**config.mk**
```make
export PLATFORM = sky130hd
export DESIGN_NAME = tpc_channel
export DESIGN_NICKNAME = d
export VERILOG_FILES = /design/src/verilog/tpc_pkg.sv /design/src/verilog/tpc_channel.sv /design/src/verilog/tpc_pin_sync.sv
export SDC_FILE = /design/constraint.sdc
export NUM_CORES = 1
export LEC_CHECK = 0
export BUFFER_PORTS_ARGS = -buffer_cell sky130_fd_sc_hd__buf_4
export CAP_MARGIN = 25
export CORE_MARGIN = 2
export CORE_UTILIZATION = 46
export CTS_CLUSTER_DIAMETER = 60
export DETAILED_ROUTE_END_ITERATION = 12
export GPL_TIMING_DRIVEN = 0
export PLACE_DENSITY_LB_ADDON = 0.2
export RECOVER_POWER = 50
export REMOVE_ABC_BUFFERS = 1
export SETUP_SLACK_MARGIN = 0.5
export SLEW_MARGIN = 40
export SYNTH_ARGS = -nofsm -noshare
export SYNTH_HDL_FRONTEND = slang
export SYNTH_SLANG_ARGS = --single-unit
```
**constraint.sdc**
```tcl
create_clock -name clk -period 8.3 [get_ports clk]
set_input_delay 0.415 -clock clk [delete_from_list [all_inputs] [get_ports clk]]
set_output_delay 0.415 -clock clk [all_outputs]
set_load 0.05 [all_outputs]
```
**src/verilog/tpc_pkg.sv**
```systemverilog
// Package of constants and carrier types for the timer channel block
// Behaviour
// - Edge/level 00 releases pin from timer
// - Capture on rising, falling or both edges
// - Compare match toggles, clears or sets pin
// - Edge PWM high-true or low-true pulses
// - Center mode forces center PWM, polarity from low bit
// - Reset clears both value bytes
// - Capture reads latch both bytes coherently
// - Status/control write resets both latches
// - Value writes ignored in capture mode
// - Debug freezes read latch, reads live
// - No clock: load on second byte
// - Compare mode loads on next count
// - PWM loads at terminal minus one step
// - Debug writes go straight to register
// - Debug writes spare pending buffered sequence
// - Center mode counts up and down
// - Clock select 00 off, 01 bus
// - Clock select resets 00, harmless write
// - Active edge captures counter, sets flag
// - Match sets flag except 0%/100% PWM
// - Read-then-write-zero clears flag, set wins
// - Edge PWM polarity follows low bit
package tpc_pkg;

  // Register addresses on the plain port
  localparam logic [2:0] TPC_ADDR_TSC = 3'h0;
  localparam logic [2:0] TPC_ADDR_CNTH = 3'h1;
  localparam logic [2:0] TPC_ADDR_CNTL = 3'h2;
  localparam logic [2:0] TPC_ADDR_MODH = 3'h3;
  localparam logic [2:0] TPC_ADDR_MODL = 3'h4;
  localparam logic [2:0] TPC_ADDR_CSC = 3'h5;
  localparam logic [2:0] TPC_ADDR_VALH = 3'h6;
  localparam logic [2:0] TPC_ADDR_VALL = 3'h7;

  // Timer status/control field positions
  localparam int TPC_TSC_CENTER = 5;
  localparam int TPC_TSC_CLKS_HI = 4;
  localparam int TPC_TSC_CLKS_LO = 3;

  // Channel status/control field positions
  localparam int TPC_CSC_FLAG = 7;
  localparam int TPC_CSC_IRQ_EN = 6;
  localparam int TPC_CSC_MS_HI = 5;
  localparam int TPC_CSC_MS_LO = 4;
  localparam int TPC_CSC_EL_HI = 3;
  localparam int TPC_CSC_EL_LO = 2;

  // Clock select codes
  localparam logic [1:0] TPC_CLKS_OFF = 2'h0;
  localparam logic [1:0] TPC_CLKS_BUS = 2'h1;

  // Edge/level and mode-select codes
  localparam logic [1:0] TPC_EL_NONE = 2'h0;
  localparam logic [1:0] TPC_EL_TOGGLE = 2'h1;
  localparam logic [1:0] TPC_EL_CLEAR = 2'h2;
  localparam logic [1:0] TPC_EL_SET = 2'h3;
  localparam logic [1:0] TPC_MS_CAPTURE = 2'h0;
  localparam logic [1:0] TPC_MS_COMPARE = 2'h1;

  // Counter limits
  localparam logic [15:0] TPC_CNT_MAX = 16'hFFFF;
  localparam logic [15:0] TPC_CNT_ZERO = 16'h0000;
  localparam logic [15:0] TPC_CNT_ONE = 16'h0001;

  // Channel operating modes
  typedef enum logic [2:0] {
    TPC_MODE_OFF,
    TPC_MODE_CAPTURE,
    TPC_MODE_COMPARE,
    TPC_MODE_EDGE_ALIGNED_PWM,
    TPC_MODE_CENTER_ALIGNED_PWM
  } tpc_mode_t;

  // Register port request
  typedef struct packed {
    logic [2:0] addr;
    logic [7:0] wdata;
    logic wr;
    logic rd;
  } tpc_bus_req_t;

  // Pin synchroniser state
  typedef struct packed {
    logic s1;
    logic s2;
    logic s3;
    logic level;
    logic rise;
    logic fall;
  } tpc_sync_t;

  // Whole channel state
  typedef struct packed {
    logic [7:0] rdata;
    logic pin_out;
    logic pin_oe;
    logic center;
    logic [1:0] clks;
    logic [15:0] count;
    logic count_up;
    logic [15:0] modulo;
    logic flag;
    logic flag_armed;
    logic irq_en;
    logic [1:0] msel;
    logic [1:0] els;
    logic [15:0] value;
    logic [7:0] wbuf_hi;
    logic [7:0] wbuf_lo;
    logic whi_done;
    logic wlo_done;
    logic wpend;
    logic rlatched;
    logic rlatch_hi;
    logic [15:0] rbuf;
  } tpc_state_t;

  // Reset values
  localparam tpc_sync_t TPC_SYNC_RST = '0;
  localparam tpc_state_t TPC_STATE_RST = '0;

endpackage

```
**src/verilog/tpc_channel.sv**
```systemverilog
// Timer counter with one capture/compare/PWM channel
`timescale 1ns/1ps
`default_nettype none
module tpc_channel (
  // Clock and reset
  input wire logic clk,
  input wire logic reset_n,
  // Register port
  input wire tpc_pkg::tpc_bus_req_t bus,
  output logic [7:0] rdata,
  // Debug halt and alternate count tick
  input wire logic debug_mode,
  input wire logic ext_tick,
  // Channel pin
  input wire logic chan_pin_in,
  output logic chan_pin_out,
  output logic chan_pin_oe,
  // Channel event flag level
  output logic chan_event_flag
);

  tpc_pkg::tpc_state_t s_reg; // Current state
  tpc_pkg::tpc_state_t s_next; // Next state

  logic pin_level; // Clean pin level
  logic pin_rise; // Clean rising edge
  logic pin_fall; // Clean falling edge

  tpc_pkg::tpc_mode_t mode; // Decoded channel mode
  logic tick; // Counter advance enable
  logic [15:0] term; // Terminal count
  logic [15:0] cnext; // Counter value after this cycle
  logic match; // Compare match on this step
  logic is_pwm; // Either PWM mode
  logic pwm_load; // PWM buffered load point
  logic cap_evt; // Active capture edge
  logic evt; // Any flag-setting event
  logic pwm_lvl; // PWM active window

  // Pin synchroniser
  tpc_pin_sync u_sync (
    .clk(clk),
    .reset_n(reset_n),
    .pin(chan_pin_in),
    .level(pin_level),
    .rise(pin_rise),
    .fall(pin_fall)
  );

  // Mode decode from center bit, mode select and edge/level bits
  always_comb begin
    mode = tpc_pkg::TPC_MODE_OFF;
    if (s_reg.els == tpc_pkg::TPC_EL_NONE) begin
      mode = tpc_pkg::TPC_MODE_OFF;
    end else if (s_reg.center) begin
      mode = tpc_pkg::TPC_MODE_CENTER_ALIGNED_PWM;
    end else if (s_reg.msel[1]) begin
      mode = tpc_pkg::TPC_MODE_EDGE_ALIGNED_PWM;
    end else if (s_reg.msel == tpc_pkg::TPC_MS_COMPARE) begin
      mode = tpc_pkg::TPC_MODE_COMPARE;
    end else begin
      mode = tpc_pkg::TPC_MODE_CAPTURE;
    end
  end

  // Counter step: clock source, terminal and direction
  always_comb begin
    tick = 1'b0;
    case (s_reg.clks)
      tpc_pkg::TPC_CLKS_OFF: tick = 1'b0;
      tpc_pkg::TPC_CLKS_BUS: tick = 1'b1;
      default: tick = ext_tick;
    endcase
    // Counter stands still while halted in debug
    if (debug_mode) begin
      tick = 1'b0;
    end
    // Zero modulo means free running
    term = (s_reg.modulo == tpc_pkg::TPC_CNT_ZERO) ?
           tpc_pkg::TPC_CNT_MAX : s_reg.modulo;
    cnext = s_reg.count;
    if (tick) begin
      if (s_reg.center) begin
        if (s_reg.count_up) begin
          cnext = (s_reg.count >= term) ?
                  s_reg.count - tpc_pkg::TPC_CNT_ONE :
                  s_reg.count + tpc_pkg::TPC_CNT_ONE;
        end else begin
          cnext = (s_reg.count == tpc_pkg::TPC_CNT_ZERO) ?
                  tpc_pkg::TPC_CNT_ONE :
                  s_reg.count - tpc_pkg::TPC_CNT_ONE;
        end
      end else begin
        cnext = (s_reg.count >= term) ? tpc_pkg::TPC_CNT_ZERO :
                s_reg.count + tpc_pkg::TPC_CNT_ONE;
      end
    end
  end

  // Event detection for compare, PWM and capture
  always_comb begin
    is_pwm = (mode == tpc_pkg::TPC_MODE_EDGE_ALIGNED_PWM) ||
             (mode == tpc_pkg::TPC_MODE_CENTER_ALIGNED_PWM);
    match = tick && (cnext == s_reg.value) &&
            ((mode == tpc_pkg::TPC_MODE_COMPARE) || is_pwm);
    // PWM load on the step from terminal minus one to terminal
    pwm_load = tick && is_pwm && (cnext == term) &&
               (s_reg.count == term - tpc_pkg::TPC_CNT_ONE);
    // Rising with low bit, falling with high bit
    cap_evt = (mode == tpc_pkg::TPC_MODE_CAPTURE) &&
              ((pin_rise && s_reg.els[0]) ||
               (pin_fall && s_reg.els[1]));
    // No flag at 0% duty; above-terminal values never match
    evt = cap_evt ||
          (match && !(is_pwm &&
                      s_reg.value == tpc_pkg::TPC_CNT_ZERO));
    // Active window; low edge/level bit inverts polarity
    pwm_lvl = (cnext < s_reg.value) ^ s_reg.els[0];
  end

  // Register port, value buffering, flag and pin logic
  always_comb begin
    s_next = s_reg;
    s_next.rdata = 8'h00;

    // Counter and direction
    s_next.count = cnext;
    if (tick && s_reg.center) begin
      if (s_reg.count_up && s_reg.count >= term) begin
        s_next.count_up = 1'b0;
      end else if (!s_reg.count_up &&
                   s_reg.count == tpc_pkg::TPC_CNT_ZERO) begin
        s_next.count_up = 1'b1;
      end
    end
    if (!s_reg.center) begin
      s_next.count_up = 1'b1;
    end

    // Register reads
    if (bus.rd) begin
      case (bus.addr)
        tpc_pkg::TPC_ADDR_TSC: begin
          s_next.rdata[tpc_pkg::TPC_TSC_CENTER] = s_reg.center;
          s_next.rdata[tpc_pkg::TPC_TSC_CLKS_HI] = s_reg.clks[1];
          s_next.rdata[tpc_pkg::TPC_TSC_CLKS_LO] = s_reg.clks[0];
        end
        tpc_pkg::TPC_ADDR_CNTH: s_next.rdata = s_reg.count[15:8];
        tpc_pkg::TPC_ADDR_CNTL: s_next.rdata = s_reg.count[7:0];
        tpc_pkg::TPC_ADDR_MODH: s_next.rdata = s_reg.modulo[15:8];
        tpc_pkg::TPC_ADDR_MODL: s_next.rdata = s_reg.modulo[7:0];
        tpc_pkg::TPC_ADDR_CSC: begin
          s_next.rdata[tpc_pkg::TPC_CSC_FLAG] = s_reg.flag;
          s_next.rdata[tpc_pkg::TPC_CSC_IRQ_EN] = s_reg.irq_en;
          s_next.rdata[tpc_pkg::TPC_CSC_MS_HI] = s_reg.msel[1];
          s_next.rdata[tpc_pkg::TPC_CSC_MS_LO] = s_reg.msel[0];
          s_next.rdata[tpc_pkg::TPC_CSC_EL_HI] = s_reg.els[1];
          s_next.rdata[tpc_pkg::TPC_CSC_EL_LO] = s_reg.els[0];
          // Reading a set flag arms the clear
          if (s_reg.flag) begin
            s_next.flag_armed = 1'b1;
          end
        end
        tpc_pkg::TPC_ADDR_VALH: begin
          if (mode == tpc_pkg::TPC_MODE_CAPTURE && !debug_mode) begin
            if (s_reg.rlatched && !s_reg.rlatch_hi) begin
              // Second half of a low-first read
              s_next.rdata = s_reg.rbuf[15:8];
              s_next.rlatched = 1'b0;
            end else begin
              // First half: snapshot both bytes
              s_next.rdata = s_reg.value[15:8];
              s_next.rbuf = s_reg.value;
              s_next.rlatched = 1'b1;
              s_next.rlatch_hi = 1'b1;
            end
          end else begin
            // Live contents, latch untouched in debug
            s_next.rdata = s_reg.value[15:8];
          end
        end
        tpc_pkg::TPC_ADDR_VALL: begin
          if (mode == tpc_pkg::TPC_MODE_CAPTURE && !debug_mode) begin
            if (s_reg.rlatched && s_reg.rlatch_hi) begin
              // Second half of a high-first read
              s_next.rdata = s_reg.rbuf[7:0];
              s_next.rlatched = 1'b0;
            end else begin
              // First half: snapshot both bytes
              s_next.rdata = s_reg.value[7:0];
              s_next.rbuf = s_reg.value;
              s_next.rlatched = 1'b1;
              s_next.rlatch_hi = 1'b0;
            end
          end else begin
            // Live contents, latch untouched in debug
            s_next.rdata = s_reg.value[7:0];
          end
        end
        default: s_next.rdata = 8'h00;
      endcase
    end

    // Register writes
    if (bus.wr) begin
      case (bus.addr)
        tpc_pkg::TPC_ADDR_TSC: begin
          // Counter and other registers untouched
          s_next.center = bus.wdata[tpc_pkg::TPC_TSC_CENTER];
          s_next.clks = {bus.wdata[tpc_pkg::TPC_TSC_CLKS_HI],
                         bus.wdata[tpc_pkg::TPC_TSC_CLKS_LO]};
        end
        tpc_pkg::TPC_ADDR_CNTH,
        tpc_pkg::TPC_ADDR_CNTL: begin
          // Any counter write restarts the count
          s_next.count = tpc_pkg::TPC_CNT_ZERO;
          s_next.count_up = 1'b1;
        end
        tpc_pkg::TPC_ADDR_MODH: s_next.modulo[15:8] = bus.wdata;
        tpc_pkg::TPC_ADDR_MODL: s_next.modulo[7:0] = bus.wdata;
        tpc_pkg::TPC_ADDR_CSC: begin
          s_next.irq_en = bus.wdata[tpc_pkg::TPC_CSC_IRQ_EN];
          s_next.msel = {bus.wdata[tpc_pkg::TPC_CSC_MS_HI],
                         bus.wdata[tpc_pkg::TPC_CSC_MS_LO]};
          s_next.els = {bus.wdata[tpc_pkg::TPC_CSC_EL_HI],
                        bus.wdata[tpc_pkg::TPC_CSC_EL_LO]};
          // Zero written after an armed read clears; one is ignored
          if (s_reg.flag_armed && !bus.wdata[tpc_pkg::TPC_CSC_FLAG]) begin
            s_next.flag = 1'b0;
          end
          s_next.flag_armed = 1'b0;
          // Both coherency latches drop, even in debug
          s_next.rlatched = 1'b0;
          s_next.whi_done = 1'b0;
          s_next.wlo_done = 1'b0;
          s_next.wpend = 1'b0;
        end
        tpc_pkg::TPC_ADDR_VALH: begin
          if (mode == tpc_pkg::TPC_MODE_CAPTURE) begin
            s_next.value = s_reg.value;
          end else if (debug_mode) begin
            // Bypass the buffer, latches kept
            s_next.value[15:8] = bus.wdata;
          end else begin
            s_next.wbuf_hi = bus.wdata;
            s_next.whi_done = 1'b1;
          end
        end
        tpc_pkg::TPC_ADDR_VALL: begin
          if (mode == tpc_pkg::TPC_MODE_CAPTURE) begin
            s_next.value = s_reg.value;
          end else if (debug_mode) begin
            // Bypass the buffer, latches kept
            s_next.value[7:0] = bus.wdata;
          end else begin
            s_next.wbuf_lo = bus.wdata;
            s_next.wlo_done = 1'b1;
          end
        end
        default: s_next.rdata = 8'h00;
      endcase
    end

    // Both halves written: sequence complete, transfer pending
    if (s_next.whi_done && s_next.wlo_done) begin
      s_next.whi_done = 1'b0;
      s_next.wlo_done = 1'b0;
      s_next.wpend = 1'b1;
    end

    // Buffered transfer into the active register
    if (s_next.wpend) begin
      if (s_reg.clks == tpc_pkg::TPC_CLKS_OFF) begin
        s_next.value = {s_next.wbuf_hi, s_next.wbuf_lo};
        s_next.wpend = 1'b0;
      end else if (s_reg.wpend &&
                   mode == tpc_pkg::TPC_MODE_COMPARE && tick) begin
        s_next.value = {s_reg.wbuf_hi, s_reg.wbuf_lo};
        s_next.wpend = 1'b0;
      end else if (s_reg.wpend && pwm_load) begin
        s_next.value = {s_reg.wbuf_hi, s_reg.wbuf_lo};
        s_next.wpend = 1'b0;
      end
    end

    // Capture copies the counter, live even in debug
    if (cap_evt) begin
      s_next.value = s_reg.count;
    end

    // Event sets the flag and cancels a pending clear
    if (evt) begin
      s_next.flag = 1'b1;
      s_next.flag_armed = 1'b0;
    end

    // Pin drive per mode
    case (mode)
      tpc_pkg::TPC_MODE_COMPARE: begin
        s_next.pin_oe = 1'b1;
        if (match) begin
          case (s_reg.els)
            tpc_pkg::TPC_EL_TOGGLE: s_next.pin_out = ~s_reg.pin_out;
            tpc_pkg::TPC_EL_CLEAR: s_next.pin_out = 1'b0;
            tpc_pkg::TPC_EL_SET: s_next.pin_out = 1'b1;
            default: s_next.pin_out = s_reg.pin_out;
          endcase
        end
      end
      tpc_pkg::TPC_MODE_EDGE_ALIGNED_PWM,
      tpc_pkg::TPC_MODE_CENTER_ALIGNED_PWM: begin
        s_next.pin_oe = 1'b1;
        if (tick) begin
          s_next.pin_out = pwm_lvl;
        end
      end
      tpc_pkg::TPC_MODE_CAPTURE: begin
        s_next.pin_oe = 1'b0;
        s_next.pin_out = 1'b0;
      end
      default: begin
        // Pin handed back to general purpose use
        s_next.pin_oe = 1'b0;
        s_next.pin_out = 1'b0;
      end
    endcase
  end

  // State register; reset clears values and clock select
  always_ff @(posedge clk or negedge reset_n) begin
    if (!reset_n) begin
      s_reg <= tpc_pkg::TPC_STATE_RST;
    end else begin
      s_reg <= s_next;
    end
  end

  // Outputs straight from the state register
  assign rdata = s_reg.rdata;
  assign chan_pin_out = s_reg.pin_out;
  assign chan_pin_oe = s_reg.pin_oe;
  assign chan_event_flag = s_reg.flag;

endmodule
`default_nettype wire

```
**src/verilog/tpc_pin_sync.sv**
```systemverilog
// Three-stage pin synchroniser with qualified edge pulses
`timescale 1ns/1ps
`default_nettype none
module tpc_pin_sync (
  // Clock and reset
  input wire logic clk,
  input wire logic reset_n,
  // Raw pin
  input wire logic pin,
  // Clean level and one-cycle edges
  output logic level,
  output logic rise,
  output logic fall
);

  tpc_pkg::tpc_sync_t s_reg; // Current state
  tpc_pkg::tpc_sync_t s_next; // Next state

  // Shift chain; level moves only when stages two and three agree
  always_comb begin
    s_next = s_reg;
    s_next.s1 = pin;
    s_next.s2 = s_reg.s1;
    s_next.s3 = s_reg.s2;
    s_next.rise = 1'b0;
    s_next.fall = 1'b0;
    if (s_reg.s2 == s_reg.s3 && s_reg.s3 != s_reg.level) begin
      s_next.level = s_reg.s3;
      s_next.rise = s_reg.s3;
      s_next.fall = ~s_reg.s3;
    end
  end

  // State register
  always_ff @(posedge clk or negedge reset_n) begin
    if (!reset_n) begin
      s_reg <= tpc_pkg::TPC_SYNC_RST;
    end else begin
      s_reg <= s_next;
    end
  end

  assign level = s_reg.level;
  assign rise = s_reg.rise;
  assign fall = s_reg.fall;

endmodule
`default_nettype wire

```
==> results of run 1 <==
worst max path at each step:
| stage | end | cells after the start |
|---|---|---|
| after global routing | chan_pin_out$_DFFE_PN0P_ | 27 |
| after global placement | s_reg[51]$_DFF_PN0_ | 17 |
| final | chan_pin_out$_DFFE_PN0P_ | 27 |
| after floorplan | chan_pin_out$_DFFE_PN0P_ | 26 |
| after detailed placement | chan_pin_out$_DFFE_PN0P_ | 26 |
| after CTS | chan_pin_out$_DFFE_PN0P_ | 26 |
cell usage in the layout, fill, tap and decap left out, types with 11 or more instances in the layout:
| cell | instances |
|---|---|
| a211oi_1 | 13 |
| a21oi_1 | 52 |
| a31oi_1 | 15 |
| and2_1 | 12 |
| and3_1 | 21 |
| buf_4 | 30 |
| dfrtp_1 | 108 |
| ha_1 | 35 |
| inv_1 | 50 |
| mux2_2 | 44 |
| mux2i_1 | 47 |
| nand2_1 | 144 |
| nand3_1 | 25 |
| nand4_1 | 16 |
| nor2_1 | 76 |
| nor2b_1 | 18 |
| nor3_1 | 31 |
| nor4_1 | 18 |
| o211ai_1 | 25 |
| o21ai_0 | 72 |
| or3_1 | 11 |
| or4_1 | 13 |
| xnor2_1 | 25 |
| xor2_1 | 11 |
through the flow:
step | area [um2] | hold WS [ps] | cells | util
6_report | 10300 | 170.6 | 1407 | 0.4947
5_1_grt | 10300 | 158.1 | 1406 | 0.4946
4_1_cts | 10300 | 145.0 | 1405 | 0.4946
3_5_place_dp | 9957 | 332.0 | 1388 | 0.4782
3_3_place_gp | 9781 | 335.8 | 1381 | 0.4697
2_1_floorplan | 9226 | 119.4 | 1078 | -
power by group through the flow:
stage	logic, W	registers (W)	clock network, W
floorplan	0.000841	0.000869	0
global placement	0.00117	0.000988	0
detailed placement	0.00120	0.000994	0
CTS	0.00121	0.000981	0.000489
global route	0.00134	0.00101	0.000510
finish	0.00123	0.00101	0.000483
layout make-up:
cell class                      instances  area (um2)
Timing Repair Buffer                   37       297.8
Fill cell                            2054       10520
Sequential cell                       112        2808
Multi-Input combinational cell        916        6331
Tap cell                              275       344.1
Clock inverter                          7       105.1
Inverter                               50       187.7
Antenna cell                            1       2.502
Clock buffer                            9       225.2
metal layers:
layer  share of wire  vias to the layer above  global-route usage
met1            0.44                     4535              0.4459
met3            0.10                       75             0.05535
met2            0.44                      522              0.4601
met4           0.027                        0             0.09524
met5               0                        -                   0
li1                -                     4236                   -
cells in the mapped netlist (all sizes together) (18+ instances only):
library cell / count
o211ai: 26
inv: 50
nand2: 144
dfrtp: 112
xnor2: 25
ha: 35
clkbuf: 69
and3: 21
buf: 31
a21oi: 53
nor4: 22
nor3: 37
nor2b: 20
mux2i: 47
nand3: 26
a41oi: 18
nor2: 80
mux2: 44
o21ai: 82
cells by family (layout without fill, tap and decap cells):
group | Yosys count | after routing
adders and majority gates | 37 | 37
xor gates and xnor gates | 37 | 37
buffers and inverters | 150 | 103
AOI/OAI and AO/OA | 314 | 314
other | 0 | 1
DFF | 112 | 112
muxes | 91 | 91
and+or+nand+nor | 437 | 437
what timing repair did:
action                                 in CTS  in global routing
setup endpoints to repair                   1                  1
gates resized for setup                     1                  1
endpoints found under the hold margin      43                  0
hold buffers                                1                  0
worst reg2reg max path: cells and delay by family, from the launching register on:
family	cells	cell delay, ps
xor gates and xnor gates	1	150
DFF	1	560
adders and majority gates	2	620
buffers and inverters	1	90
AOI/OAI and AO/OA	11	2180
and+or+nand+nor	10	3190
muxes	2	540
==> flow_metrics.tcl, run 1 <==
set metrics [dict create \
    hold_viol 0 \
    grt_pass1_vias 8454 \
    ys_types 79 \
    setup_tns_ps 0 \
    synth-seq-cells 112 \
    fin_crit_ps 7455 \
    powerDensity_nw_per_um2 264.1 \
    die-area_um2 22230 \
    initial_core_util 0.4650 \
    syn-cell-area_um2 9683 \
    crit_fanout 14 \
    finClkSkew_ps 15.99 \
    netSwitchingPower_w 0.001325 \
    rr_worst_depth 27 \
    power_w 0.002721 \
    peakVddDrop_uv 153.8 \
    row_count 53 \
    min_to "u_sync.s_next[4]$_DFF_PN0_" \
    seq_power_share 0.370 \
    leakagePower_nw 4.253 \
    postLayoutSetupSlackWorst_ps 845.3 \
    drt_iter0_drc 1249 \
    crit_path_max_incr_delay_ps 660 \
    hold_start "chan_pin_in" \
    combPwrFrac 0.453 \
    crit_path_top_delay_cell "or4_1" \
    worstSkewPairLatency_ps 370 \
    die_w_um 149.1 \
    fmax_ghz 0.1341 \
    hold_depth 1 \
    report.final.slew_viol_count 115 \
    tritoncts "yes" \
    antenna_left 0 \
    worst_slew_pin_slew_ps 3820 \
    root_buffer "clkbuf_16" \
    post_cts_buffers 0 \
    relSlewSlack -1.547 \
    synth_area_leaders "dfrtp_1 (29%), nand2_1 (5.6%), mux2_2 (5.1%)" \
    synthCells 1178 \
    fp.coreArea_um2 20820 \
    synth_xor_area_frac 0.03347 \
    dp_hpwl_mm 23.77 \
    h-tree-depth 3 \
    clk_pin_slew_ps 80 \
    finalSetupViolations 0 \
    drt-total-wl_mm 33.92 \
    startpoint "s_reg[61]$_DFFE_PN0P_" \
    io_buffers 28 \
    synth_edf_count 0 \
    timing.rr.start "s_reg[61]$_DFFE_PN0P_" \
    num_vias 9368 \
    rsz0062_at_grt "no" \
    drv_cap 2 \
    postSynthAreaPerCell_um2 8.220 \
    ys_seq_area_frac 0.2894 \
    crit_type "register to register" \
    ctsLongestPathBuffers 2 \
    ys.flop_type "dfrtp_1" \
    r2r_end "chan_pin_out$_DFFE_PN0P_" \
    p_sw_frac 0.4871 \
    cp-start-kind "register" \
    crit_arrival_ps 7700 \
    yosys_warnings 0 \
    antenna_found_initial 0 \
    power.internal_w 0.001396 \
    cp.buffers_inverters 1 \
    async_flop_share 1.000 \
    avgRoutedWirePerCell_um 24.11 \
    synth_top_area_cell "dfrtp_1" \
    clkPwrFrac 0.177 \
    synth_top_family_by_area "compound AO/OA/AOI/OAI gates" \
    synth.top_cell.area_share 0.2894 \
    area_growth_pct 6.383 \
    die_h_um 149.1 \
    violations "max-capacitance violations, max-slew violations" \
    drtPass1Iterations 5 \
    preCtsSetupSlack_ps 403.4 \
    drc 0 \
    yosys.area_share.simple 0.2285 \
    overflow 0 \
    ff2ff_setup_slack_ps 850 \
    cts_num_sinks 112 \
    synth-compound-area-share 0.2350 \
    io_pins 29 \
    status "complete, but fails checks" \
    synthAdderAreaFrac 0.04729 \
    min_path_type "primary input to register" \
    largest_reg_flops 95 \
    drive_above_1_share 0.1335 \
    grt_pass1_wl_mm 51.58 \
    via_per_inst 6.658 \
    numCtsBuffers 9 \
    track_usage 0.3059 \
    cp.required_ps 8550 \
    place_congestion 0.9395 \
    crit_family "simple AND/OR/NAND/NOR gates" \
    grt_start_max_net_pins 70 \
    endpoint_kind "register" \
    finalNetCount 1179 \
    synthMuxAreaShare 0.09975 \
    timing.final.crit_share 0.8982 \
]
Power figures use the tool's default switching activity.
==> run 2: changes to the inputs <==
--- a/config.mk
+++ b/config.mk
@@ -8,10 +8,11 @@
 export BUFFER_PORTS_ARGS = -buffer_cell sky130_fd_sc_hd__buf_4
 export CAP_MARGIN = 25
 export CORE_MARGIN = 2
-export CORE_UTILIZATION = 46
+export CORE_UTILIZATION = 44
 export CTS_CLUSTER_DIAMETER = 60
 export DETAILED_ROUTE_END_ITERATION = 12
 export GPL_TIMING_DRIVEN = 0
+export MAX_ROUTING_LAYER = met4
 export PLACE_DENSITY_LB_ADDON = 0.2
 export RECOVER_POWER = 50
 export REMOVE_ABC_BUFFERS = 1
==> flow_metrics.tcl, run 2 (synthesized netlist as in run 1, its figures left out) <==
set metrics [dict create \
    avgRoutedWirePerCell_um 24.20 \
    mostFrequentLayoutCell "nand2_1" \
    initial_core_util 0.4465 \
    numCtsBuffers 9 \
    area_growth_pct 6.073 \
    rsz0062_at_grt "no" \
    io_buffers 28 \
    crit_path_max_incr_delay_ps 660 \
    grt_pass1_wl_mm 52.20 \
    worst_slew_pin_slew_ps 3886 \
    hold_viol 0 \
    finalSetupViolations 0 \
    cp-start-kind "register" \
    finalNetCount 1178 \
    min_path_type "primary input to register" \
    drt_iter0_drc 1184 \
    worstSkewPairLatency_ps 370 \
    crit_arrival_ps 7630 \
    antenna_left 0 \
    finClkSkew_ps 13.73 \
    clk_pin_slew_ps 80 \
    cts_num_sinks 112 \
    post_cts_buffers 0 \
    final_cell_mix "nand2_1 (144), dfrtp_1 (108), nor2_1 (76), o21ai_0 (72), a21oi_1 (53)" \
    drive_above_1_share 0.1301 \
    timing.final.crit_share 0.8898 \
    dp_hpwl_mm 24.03 \
    crit_fanout 17 \
    cp.required_ps 8540 \
    drc 0 \
    overflow 0 \
    row_count 54 \
    grt_start_max_net_pins 74 \
    largest_reg_flops 95 \
    relSlewSlack -1.590 \
    antenna_found_initial 0 \
    grt_pass1_vias 8492 \
    n_antenna_cell 0 \
    leakagePower_nw 4.236 \
    final_util 0.4736 \
    ctsLongestPathBuffers 2 \
    num_vias 9307 \
    die_h_um 152.3 \
    postLayoutSetupSlackWorst_ps 914.8 \
    whs_ps 178.8 \
    root_buffer "clkbuf_16" \
    die-area_um2 23210 \
    status "complete, but fails checks" \
    report.final.slew_viol_count 115 \
    io_pins 29 \
    die_w_um 152.3 \
    drv_cap 2 \
    setup_tns_ps 0 \
    drtPass1Iterations 5 \
    drt-total-wl_mm 34.13 \
    powerDensity_nw_per_um2 263.2 \
    track_usage 0.2958 \
    tritoncts "yes" \
    h-tree-depth 3 \
    place_congestion 0.9690 \
    fin_crit_ps 7385 \
    fp.coreArea_um2 21690 \
    crit_type "register to register" \
    crit_path_top_delay_cell "or4_4" \
    preCtsSetupSlack_ps 364.0 \
    violations "max-capacitance violations, max-slew violations" \
    peakVddDrop_uv 130.2 \
    fmax_ghz 0.1354 \
    via_per_inst 6.601 \
    endpoint_kind "register" \
]
[run 2: report_power, final]
group / internal, W / switching (W) / total, W / leakage, nW
registers: 0.000662 / 0.000346 / 0.00101 / 1.37
logic: 0.000484 / 0.000745 / 0.00123 / 2.72
clock network: 0.000243 / 0.000224 / 0.000467 / 0.153
total: 0.00139 / 0.00131 / 0.00270 / 4.24
[run 2: cell type report]
type / instances / area (um2)
well taps: 280 / 350.3
repair buffers: 36 / 290.3
inverters: 50 / 187.7
multi-input cells: 916 / 6322
flip-flops and latches: 112 / 2808
fillers: 2076 / 11420
clock inverters: 6 / 83.83
clock buffers: 10 / 229.0
[run 2: critical path: cells and delay by family (launching register included)]
| family | cells | cell delay, ps |
|---|---|---|
| XOR/XNOR | 1 | 170 |
| flip-flops | 1 | 560 |
| AO/OA/AOI/OAI | 11 | 2210 |
| AND/OR/NAND/NOR | 10 | 3170 |
| adder cells (fa/ha/maj) | 2 | 650 |
| multiplexers | 2 | 490 |
[run 2: metrics by stage]
step	instances	power (W)	instance area (um2)
detailed placement	1393	0.002197	9963
floorplan	1078	0.001710	9226
global placement	1386	0.002150	9787
finish	1410	0.002704	10270
CTS	1410	0.002665	10290
global route	1410	0.002857	10270
[run 2: repair_timing]
item	CTS	global route
resized for setup	1	1
pin swaps	0	1
hold buffers	1	0
hold endpoints to repair	39	0
endpoints found under the setup margin	1	1
[run 2: final timing paths]
check	slack, ps	startpoint	endpoint	cells past startpoint
max reg2reg	910	s_reg[66]$_DFFE_PN0P_	chan_pin_out$_DFFE_PN0P_	26
min in group asynchronous	1240	reset_n	s_reg[78]$_DFF_PN0_	2
min reg2reg	350	u_sync.s_next[4]$_DFF_PN0_	u_sync.s_next[3]$_DFF_PN0_	0
max	910	s_reg[66]$_DFFE_PN0P_	chan_pin_out$_DFFE_PN0P_	26
max in group asynchronous	2210	reset_n	s_reg[18]$_DFF_PN0_	3
min	180	chan_pin_in	u_sync.s_next[4]$_DFF_PN0_	1
[run 2: routing by layer]
metal | routed length (um) | up-vias | global-route usage | part of all wire
li1 | - | 4227 | - | -
met5 | 0 | - | - | 0
met1 | 14730 | 4500 | 0.4250 | 0.43
met2 | 14770 | 501 | 0.4288 | 0.43
met3 | 3654 | 79 | 0.05091 | 0.11
met4 | 965 | 0 | 0.08367 | 0.028
==> run 3: changes to the inputs <==
--- a/config.mk
+++ b/config.mk
@@ -13,7 +13,7 @@
 export DETAILED_ROUTE_END_ITERATION = 12
 export GPL_TIMING_DRIVEN = 0
 export MAX_ROUTING_LAYER = met4
-export PLACE_DENSITY_LB_ADDON = 0.2
+export PLACE_DENSITY = 0.67
 export RECOVER_POWER = 50
 export REMOVE_ABC_BUFFERS = 1
 export SETUP_SLACK_MARGIN = 0.5
==> flow_metrics.tcl, run 3 (synthesized netlist as in run 1, its figures left out) <==
set metrics [dict create \
    tritoncts "yes" \
    initial_core_util 0.4465 \
    timing.final.crit_share 0.8703 \
    largest_reg_flops 95 \
    avgRoutedWirePerCell_um 23.56 \
    crit_arrival_ps 7470 \
    crit_fanout 10 \
    drv_cap 2 \
    powerDensity_nw_per_um2 261.3 \
    grt_start_max_net_pins 68 \
    startpoint "s_reg[66]$_DFFE_PN0P_" \
    root_buffer "clkbuf_16" \
    cts_num_sinks 112 \
    cp-start-kind "register" \
    finalNetCount 1180 \
    endpoint_kind "register" \
    status "complete, but fails checks" \
    fmax_ghz 0.1384 \
    drt_iter0_drc 1090 \
    n_antenna_cell 0 \
    setup_tns_ps 0 \
    leakagePower_nw 4.243 \
    crit_path_top_delay_cell "or4_4" \
    design_area_um2 10280 \
    cp.depth 27 \
    finClkSkew_ps 9.732 \
    io_buffers 28 \
    fill_cells 2094 \
    seq_power_share 0.371 \
    ff2ff_setup_slack_ps 1080 \
    antenna_left 0 \
    power_w 0.002685 \
    overflow 0 \
    clkPwrFrac 0.174 \
    mostFrequentLayoutCell "nand2_1" \
    cp.buffers_inverters 1 \
    cp.required_ps 8550 \
    final_cell_mix "nand2_1 (144), dfrtp_1 (107), nor2_1 (77), o21ai_0 (72), a21oi_1 (52)" \
    die_w_um 152.3 \
    worstSkewPairLatency_ps 360 \
    violations "max-capacitance violations, max-slew violations" \
    drt-total-wl_mm 33.26 \
    io_pins 29 \
    report.final.slew_viol_count 115 \
    r2r_end "chan_pin_out$_DFFE_PN0P_" \
    drtPass1Iterations 5 \
    relSlewSlack -1.428 \
    die-area_um2 23210 \
    dp_hpwl_mm 23.32 \
    die_h_um 152.3 \
    h-tree-depth 3 \
    timing.rr.start "s_reg[66]$_DFFE_PN0P_" \
    worst_slew_pin_slew_ps 3643 \
    power.internal_w 0.001386 \
    crit_type "register to register" \
    rsz0062_at_grt "no" \
    peakVddDrop_uv 135.5 \
    final_util 0.4739 \
    numCtsBuffers 9 \
    area_growth_pct 6.151 \
    ctsLongestPathBuffers 2 \
    netSwitchingPower_w 0.001299 \
    num_vias 9251 \
    place_congestion 0.9648 \
    antenna_found_initial 1 \
    multi_input_area_um2 6316 \
    fp.coreArea_um2 21690 \
    row_count 54 \
    whs_ps 178.1 \
    drive_above_1_share 0.1334 \
    seqCellArea_um2 2809 \
    drc 0 \
    min_path_type "primary input to register" \
    setup.worst_path.end "chan_pin_out$_DFFE_PN0P_" \
    grt_pass1_wl_mm 51.49 \
    fin_crit_ps 7224 \
    track_usage 0.2915 \
    hold_viol 0 \
    placed_area_um2 9950 \
    finalSetupViolations 0 \
    rr_worst_depth 27 \
    p_sw_frac 0.4839 \
    crit_path_max_incr_delay_ps 680 \
    grt_pass1_vias 8558 \
    crit_family "simple AND/OR/NAND/NOR gates" \
    clk_pin_slew_ps 80 \
    combPwrFrac 0.455 \
    via_per_inst 6.552 \
]
==> run 3: worst register-to-register path, cell delays in order (launching register included) <==
cell and delay (ps):
dfrtp_1 590, or4_4 680, nor4_4 390, nand2_1 210, nand2_1 220, inv_1 90, ha_1 300, nand4_1 150
or3_1 510, a211oi_1 420, and3_1 460, nor3_4 150, mux2i_1 250, a311oi_1 80, a21oi_1 350, ha_1 320
nor2b_1 130, o21a_1 150, o21ai_0 140, nand2b_1 80, a21oi_1 150, o21ai_0 90, a221o_1 300, a21o_1 190
a21oi_1 210, xnor2_1 140, o21ai_0 100, mux2_2 280
==> run 3: final cells by class <==
type,count,share of cell area
well taps,280,0.03408
inverters,50,0.01826
clock buffers,9,0.02191
flip-flops and latches,112,0.2733
repair buffers,38,0.02909
multi-input cells,916,0.6145
clock inverters,7,0.008886
==> run 3: worst min-delay path by stage <==
| stage | startpoint | slack, ps | depth (start not counted) | end |
|---|---|---|---|---|
| after floorplan | reset_n | 120 | 0 | chan_event_flag$_DFFE_PN0P_ |
| after global placement | u_sync.s_next[4]$_DFF_PN0_ | 330 | 0 | u_sync.s_next[3]$_DFF_PN0_ |
| after detailed placement | u_sync.s_next[4]$_DFF_PN0_ | 340 | 0 | u_sync.s_next[3]$_DFF_PN0_ |
| after CTS | reset_n | 30 | 1 | s_reg[23]$_DFF_PN0_ |
| after global routing | chan_pin_in | 170 | 1 | u_sync.s_next[4]$_DFF_PN0_ |
| final | chan_pin_in | 180 | 1 | u_sync.s_next[4]$_DFF_PN0_ |
==> run 3: through the flow <==
| step | setup slack, ps | std cells |
|---|---|---|
| after floorplan | 1896 | 1078 |
| after global placement | -128.9 | 1386 |
| after detailed placement | 352.4 | 1393 |
| after CTS | 607.3 | 1409 |
| after global routing | 583.9 | 1412 |
| final | 1076 | 1412 |
==> run 3: power by group through the flow <==
stage | Sequential (W) | Clock [W] | Combinational (W)
after floorplan | 0.000869 | 0 | 0.000841
after global placement | 0.000982 | 0 | 0.00116
after detailed placement | 0.000984 | 0 | 0.00119
after CTS | 0.000973 | 0.000469 | 0.00120
after global routing | 0.00100 | 0.000496 | 0.00134
final | 0.000997 | 0.000467 | 0.00122
==> run 3: timing repair <==
item | 4_1_cts | 5_1_grt
buffers inserted | 0 | 3
endpoints found under the setup margin | 1 | 1
gates resized for setup | 1 | 1
pin swaps | 0 | 1
hold buffers | 0 | 0
==> run 3: routing by layer <==
metal	GRT usage	share of wire	up-vias
met5	-	0	-
met4	0.1001	0.034	0
met3	0.06854	0.10	75
met2	0.4202	0.44	446
met1	0.4018	0.43	4496
li1	-	-	4234
